<file path="config.mk">
export PLATFORM = sky130hd
export DESIGN_NAME = sdrrs_refresh
export DESIGN_NICKNAME = d
export VERILOG_FILES = /design/src/rtl/sdrrs_refresh.v
export VERILOG_INCLUDE_DIRS = /design/src /design/src/rtl
export SDC_FILE = /design/constraint.sdc
export NUM_CORES = 1
export LEC_CHECK = 0
export BUFFER_PORTS_ARGS = -buffer_cell sky130_fd_sc_hd__buf_2
export CORE_UTILIZATION = 45
export DETAILED_ROUTE_END_ITERATION = 16
export PLACE_DENSITY = 0.62
export SETUP_SLACK_MARGIN = 0.15
export SLEW_MARGIN = 20
export SYNTH_ARGS = -nofsm -noshare
export SYNTH_HDL_FRONTEND = slang
export SYNTH_SLANG_ARGS = --single-unit
</file>
<file path="constraint.sdc">
create_clock -name clock -period 2.75 [get_ports clock]
set_clock_uncertainty 0.2 [all_clocks]
set_input_delay 0.1375 -clock clock [delete_from_list [all_inputs] [get_ports clock]]
set_output_delay 0.1375 -clock clock [all_outputs]
set_load 0.01 [all_outputs]
</file>
<file path="src/rtl/sdrrs_defines.vh">
// Purpose: Constants for the SDRAM refresh command decoder and bank scheduler.
// Assumes: 125 MHz clock; timing figures in picoseconds.
// Notes:   Cycle counts are derived from the times by rounding up.
`ifndef SDRRS_DEFINES_VH
`define SDRRS_DEFINES_VH

`define SDRRS_CLK_PERIOD_PS        8000
`define SDRRS_ALL_BANK_REFRESH_CYCLE_TIME_PS            130000
`define SDRRS_SINGLE_BANK_REFRESH_CYCLE_TIME_PS            60000
`define SDRRS_ALL_BANK_REFRESH_CYCLE_TIME_CYC           ((`SDRRS_ALL_BANK_REFRESH_CYCLE_TIME_PS + `SDRRS_CLK_PERIOD_PS - 1) / `SDRRS_CLK_PERIOD_PS)
`define SDRRS_SINGLE_BANK_REFRESH_CYCLE_TIME_CYC           ((`SDRRS_SINGLE_BANK_REFRESH_CYCLE_TIME_PS + `SDRRS_CLK_PERIOD_PS - 1) / `SDRRS_CLK_PERIOD_PS)
`define SDRRS_TIMER_W              5
`define SDRRS_BANK_W               3
`define SDRRS_NUM_BANKS            8
`define SDRRS_BANK_LAST            3'h7

`endif

</file>
<file path="src/rtl/sdrrs_refresh.v">
// Purpose: Decodes refresh commands and tracks the single-bank refresh counter.
// Assumes: Command pins come from another clock domain and are synchronised here.
// Notes:   Controller-side obligations are listed but not policed by this logic.
//
// Contract
// - Refresh: select low, bit0/1 low, bit2 high
// - Bit3 low single-bank, high all-bank
// - Counter picks bank, advances 0..7, wraps
// - Reset command and self-refresh exit clear counter
// - All-bank refresh clears counter too
// - Refreshed bank busy; other banks usable
// - Bank idle when single-bank cycle completes
// - All-bank refresh leaves banks idle; wait cycle
`timescale 1ns/100ps
`default_nettype none
`include "sdrrs_defines.vh"

module sdrrs_refresh (
  input  wire       clock,
  input  wire       arst_n,
  input  wire       clk_en,
  input  wire       chip_select_n,
  input  wire       cmd_addr_bit0,
  input  wire       cmd_addr_bit1,
  input  wire       cmd_addr_bit2,
  input  wire       cmd_addr_bit3,
  input  wire       reset_cmd,
  input  wire       self_refresh_exit,
  output reg  [2:0] next_refresh_bank,
  output reg  [7:0] bank_busy,
  output reg        all_banks_busy,
  output reg        single_bank_refresh,
  output reg        all_bank_refresh,
  output reg  [2:0] refreshed_bank
);

  // ****************************************************************
  // Input synchronisers
  // ****************************************************************
  // Stage one feeds only stage two to keep metastability out of decode.
  reg [6:0] sync_a;
  reg [6:0] sync_b;

  always @(posedge clock or negedge arst_n) begin
    if (!arst_n) begin
      sync_a <= 7'h01;
      sync_b <= 7'h01;
    end else if (clk_en) begin
      sync_a <= {self_refresh_exit, reset_cmd, cmd_addr_bit3, cmd_addr_bit2,
                 cmd_addr_bit1, cmd_addr_bit0, chip_select_n};
      sync_b <= sync_a;
    end
  end

  wire s_cs_n = sync_b[0];
  wire s_ca0  = sync_b[1];
  wire s_ca1  = sync_b[2];
  wire s_ca2  = sync_b[3];
  wire s_ca3  = sync_b[4];
  wire s_rst  = sync_b[5];
  wire s_srx  = sync_b[6];

  // ****************************************************************
  // Start-up guard
  // ****************************************************************
  // The first edge after reset only fills stage one (sync_a) with real
  // pin levels, so nothing is decoded until that edge has passed.
  reg started;

  always @(posedge clock or negedge arst_n) begin
    if (!arst_n) begin
      started <= 1'b0;
    end else if (clk_en) begin
      started <= 1'b1;
    end
  end

  // ****************************************************************
  // Helper functions
  // ****************************************************************
  // Shared by both refresh flavours so that they see one decode.
  function refresh_code;
    input cs_n;
    input ca0;
    input ca1;
    input ca2;
    begin
      refresh_code = !cs_n && !ca0 && !ca1 && ca2;
    end
  endfunction

  // Round-robin successor of a bank number; the last bank wraps to zero.
  function [`SDRRS_BANK_W-1:0] bank_after;
    input [`SDRRS_BANK_W-1:0] bank;
    begin
      if (bank == `SDRRS_BANK_LAST) begin
        bank_after = {`SDRRS_BANK_W{1'b0}};
      end else begin
        bank_after = bank + {{(`SDRRS_BANK_W-1){1'b0}}, 1'b1};
      end
    end
  endfunction

  // ****************************************************************
  // Command decode
  // ****************************************************************
  wire is_refresh  = refresh_code(s_cs_n, s_ca0, s_ca1, s_ca2);
  wire resync      = started && (s_rst || s_srx);

  // A resynchronising event wins over a refresh in the same cycle, so the
  // counter never steps away from the point the controller just reset.
  wire take_single = started && !resync && is_refresh && !s_ca3;
  wire take_all    = started && !resync && is_refresh && s_ca3;

  // ****************************************************************
  // Timer constants
  // ****************************************************************
  // The timers are five bits wide, so cycle times above 31 clocks would
  // need a wider timer; the load values are cut to width on purpose.
  localparam [31:0]                PB_CYCLES  = `SDRRS_SINGLE_BANK_REFRESH_CYCLE_TIME_CYC;
  localparam [31:0]                AB_CYCLES  = `SDRRS_ALL_BANK_REFRESH_CYCLE_TIME_CYC;
  localparam [`SDRRS_TIMER_W-1:0]  PB_LOAD    = PB_CYCLES[`SDRRS_TIMER_W-1:0];
  localparam [`SDRRS_TIMER_W-1:0]  AB_LOAD    = AB_CYCLES[`SDRRS_TIMER_W-1:0];
  localparam [`SDRRS_TIMER_W-1:0]  TIMER_ZERO = {`SDRRS_TIMER_W{1'b0}};
  localparam [`SDRRS_TIMER_W-1:0]  TIMER_ONE  = {{(`SDRRS_TIMER_W-1){1'b0}}, 1'b1};

  reg [`SDRRS_TIMER_W-1:0] bank_timer [0:`SDRRS_NUM_BANKS-1];
  reg [`SDRRS_TIMER_W-1:0] all_timer;
  integer                  i;

  // ****************************************************************
  // Refresh pulses
  // ****************************************************************
  always @(posedge clock or negedge arst_n) begin
    if (!arst_n) begin
      single_bank_refresh <= 1'b0;
      all_bank_refresh    <= 1'b0;
    end else if (clk_en) begin
      single_bank_refresh <= take_single;
      all_bank_refresh    <= take_all;
    end
  end

  // ****************************************************************
  // Round-robin bank counter
  // ****************************************************************
  always @(posedge clock or negedge arst_n) begin
    if (!arst_n) begin
      next_refresh_bank <= 3'h0;
      refreshed_bank    <= 3'h0;
    end else if (clk_en) begin
      if (resync) begin
        next_refresh_bank <= 3'h0;
      end else if (take_all) begin
        next_refresh_bank <= 3'h0;
      end else if (take_single) begin
        refreshed_bank    <= next_refresh_bank;
        next_refresh_bank <= bank_after(next_refresh_bank);
      end
    end
  end

  // ****************************************************************
  // Per-bank busy timers
  // ****************************************************************
  // Only the refreshed bank is marked; the others stay usable meanwhile.
  always @(posedge clock or negedge arst_n) begin
    if (!arst_n) begin
      bank_busy <= 8'h00;
      for (i = 0; i < `SDRRS_NUM_BANKS; i = i + 1) begin
        bank_timer[i] <= TIMER_ZERO;
      end
    end else if (clk_en) begin
      for (i = 0; i < `SDRRS_NUM_BANKS; i = i + 1) begin
        if (take_single && (next_refresh_bank == i[`SDRRS_BANK_W-1:0])) begin
          bank_timer[i] <= PB_LOAD;
          bank_busy[i]  <= 1'b1;
        end else begin
          if (bank_timer[i] != TIMER_ZERO) begin
            bank_timer[i] <= bank_timer[i] - TIMER_ONE;
          end
          bank_busy[i] <= (bank_timer[i] > TIMER_ONE);
        end
      end
    end
  end

  // ****************************************************************
  // All-bank busy timer
  // ****************************************************************
  always @(posedge clock or negedge arst_n) begin
    if (!arst_n) begin
      all_banks_busy <= 1'b0;
      all_timer      <= TIMER_ZERO;
    end else if (clk_en) begin
      if (take_all) begin
        all_timer      <= AB_LOAD;
        all_banks_busy <= 1'b1;
      end else begin
        if (all_timer != TIMER_ZERO) begin
          all_timer <= all_timer - TIMER_ONE;
        end
        all_banks_busy <= (all_timer > TIMER_ONE);
      end
    end
  end

endmodule
`default_nettype wire

</file>
==> flow_summary.ini <==
[timing]
setup_viol = 0
slew_headroom_pct = 55.2
period_minus_slack_ns = 2.15
rsz0062_at_grt = no
worst_pin_slew_ns = 0.662
hold_violations = 8
min_period_over_period_pct = 78.1
fmax_ghz = 0.466
maxSlewViolCount = 0
whs_ns = -0.00213
finalSetupTns_ns = 0

[clocking]
cts.clk_slew.worst_paths_ns = 0.07
clkLatencyLatePin_ns = 0.35
cts_sinks = 77
cts_setup_buffers = 0
numCtsBuffers = 9
clockBufferDepth = 2
cts_tree = done
cts_root_buf = clkbuf_8
h-tree-depth = 3

[route]
drt_iter0_markers = 130
vias_per_cell = 5.66
vias = 3083
drt-wirelength-per-cell_um = 14.9
drt_wl_total_um = 8140
drc = 0
drtPass1Iterations = 6
antenna_left = 0

[logic_synthesis]
synth_fa_ha_area_share_pct = 7.48
synth_top_cell_area_share_pct = 46.8
yosysTopAreaCell = dfrtp_1
synth-compound-area-share_pct = 17.8
synth_mux_area_share_pct = 4.43
syn_nets = 429
syn_area_mm2 = 0.00401
synth_top_family_by_area = simple AND/OR/NAND/NOR gates
synth-seq-cells = 77
synth-main-ff-cell = dfrtp_1
yosysWarnings = 0
synthTopCellsByArea = dfrtp_1, ha_1, o21ai_0
syn_inst = 395
ys_seq_area_share_pct = 48.1
avgSynthCellArea_um2 = 10.2
synth-xor-area-share_pct = 0.218
yosys.cell_types.count = 53
synthSimpleGateAreaFrac_pct = 18.3
synth_edf_count = 0
synth-async-reset-ratio_pct = 100

[die]
die_y_um = 96.4
pin_count = 27
core_mm2 = 0.00868
die_w_um = 96.4
die_area_mm2 = 0.00930
rows = 34
start_util_pct = 46.3

[finish]
area_growth_pct = 13.2
antennaDiodeCount = 0
design_area_mm2 = 0.00454
drive_gt1_share_pct = 16.9
post-route-util_pct = 52.3
nets = 466

[critical_path]
startpoint = bank_timer[11]
rr_worst_depth = 6
crit-reg2reg-launch = bank_timer[11]
end_kind = flop
cp_max_fo = 4
crit_required_ns = 2.80
worstSetupPathType = reg2reg
start_kind = flop
arrival_ns = 2.19

[global_routing]
use_met3_pct = 4.77
top_usage_layer = met2
grtUsageTotal_pct = 19.4
grt_first_pass_wirelength_um = 13700
gr-total-overflow = 0
antenna_found_initial = 0
grt_max_degree = 78
grt.met2_usage_pct = 32.7
grt_pass1_vias = 3000
grtUsageMet1_pct = 24.4

[place]
placed_cell_area_mm2 = 0.00427
dp_hpwl_um = 5570
globalplace.congestion = 0.798
io_buffers = 26

[power]
powerDensity_mw_per_mm2 = 861
ir_drop_mv = 0.343
power_leakage_nw = 2.02

[worst_hold_path]
hold_class = in2async

[outcome]
status = finished with violations
violations = hold timing

[flow_run]
drv_cap = 0
==> cell usage after synthesis (2+ instances only) <==
cell type  count
o211a_1        4
nand2b_1       5
a22o_1         6
nor2b_1        4
inv_1         25
and2_1         2
a31oi_1        4
o41ai_1        2
nand3_1       12
nand4_1        7
nor3b_1        5
o21a_1         7
a21boi_0       2
dfrtp_1       75
o22ai_1        5
or4b_2         2
nand2_1       22
o2bb2ai_1      4
and3_1         2
nor2_1        19
buf_2          2
o22a_1         4
ha_1          24
o21ai_0       37
and4_1         6
nor3_1        19
dfstp_2        2
clkbuf_1      12
a21oi_1       14
o211ai_1       6
a21o_1         4
mux2_2        14
nand3b_1       3
a31o_2         3
nor4_1         8
or2_2          4
mux2i_1        2
o31ai_1        2
==> critical path: stages (launching register included) <==
cell     delay [ns]
dfrtp_1        0.38
inv_1          0.11
ha_1           0.20
or3b_2         0.46
o21ai_0        0.22
o21ai_0        0.22
o22a_2         0.24
==> cell families after synthesis <==
family	count (synthesis)
simple gates	130
buf+inv	39
flops	77
compound gates	108
mux	16
fa+ha+maj	24
xor+xnor	1
==> registers in the layout (all words and copies together), names as in the netlist <==
name / flops
all_banks_busy: 1
started: 1
refreshed_bank: 3
bank_timer: 40
single_bank_refresh: 1
all_timer: 5
sync_a: 7
next_refresh_bank: 3
sync_b: 7
bank_busy: 8
all_bank_refresh: 1
==> routing by layer <==
layer / up-vias / part of all wire [%]
met5: - / 0
met4: 0 / 1.4
met3: 11 / 3.6
met2: 37 / 48
met1: 1502 / 47
li1: 1533 / -
==> where the power goes <==
part / switching, mW / internal, mW / total [mW]
logic: 0.705 / 0.671 / 1.38
registers: 0.327 / 1.48 / 1.81
clock network: 0.396 / 0.329 / 0.724
total: 1.43 / 2.48 / 3.91
==> path summary, 6_finish.rpt <==
path / endpoint / slack [ns]
setup / recovery: bank_timer[13] / 0.60
hold / removal: bank_timer[28] / -0.002
setup reg to reg: bank_timer[13] / 0.60
hold reg to reg: sync_b[4] / 0.29
max in group asynchronous: sync_b[0] / 1.74
min in group clock: sync_b[4] / 0.29
==> placed cells by master, fill, tap and decap left out, types with 6 or more instances in the layout <==
cell type | Yosys | final
inv_1 | 25 | 25
ha_1 | 24 | 24
a22o_1 | 6 | 6
and4_1 | 6 | 6
nor3_1 | 19 | 19
nand3_1 | 12 | 12
nor4_1 | 8 | 8
mux2_2 | 14 | 14
nand2_1 | 22 | 22
buf_2 | 2 | 25
clkbuf_8 | 0 | 9
o21a_1 | 7 | 7
nand4_1 | 7 | 7
dlygate4sd3_1 | 0 | 9
a21oi_1 | 14 | 14
nor2_1 | 19 | 19
o21ai_0 | 37 | 37
o211ai_1 | 6 | 6
dfrtp_1 | 75 | 75
==> final cells by class <==
cell class / count / area (um2)
clock buffer: 14 / 143
clock inverter: 2 / 12.5
fill: 827 / 4140
inverter: 25 / 93.8
multi-input combinational: 279 / 1940
sequential: 77 / 1930
tap: 108 / 135
timing repair buffer: 40 / 293
==> per-stage QoR <==
stage / instances / power [mW] / worst slack (ns) / hold WS, ns
floorplan: 395 / 2.83 / 0.825 / -0.358
global placement: 519 / 3.14 / 0.639 / 0.169
detailed placement: 519 / 3.20 / 0.598 / 0.163
CTS: 544 / 3.94 / 0.586 / 0.290
global route: 545 / 4.26 / 0.483 / 0.0219
finish: 545 / 3.91 / 0.602 / -0.00213
==> repair_timing <==
item | in CTS | in global routing
hold buffers | 9 | 0
endpoints found under the hold margin | 83 | 0
gates resized for setup | 0 | 0
No activity file was read; power rests on OpenSTA's default activity.
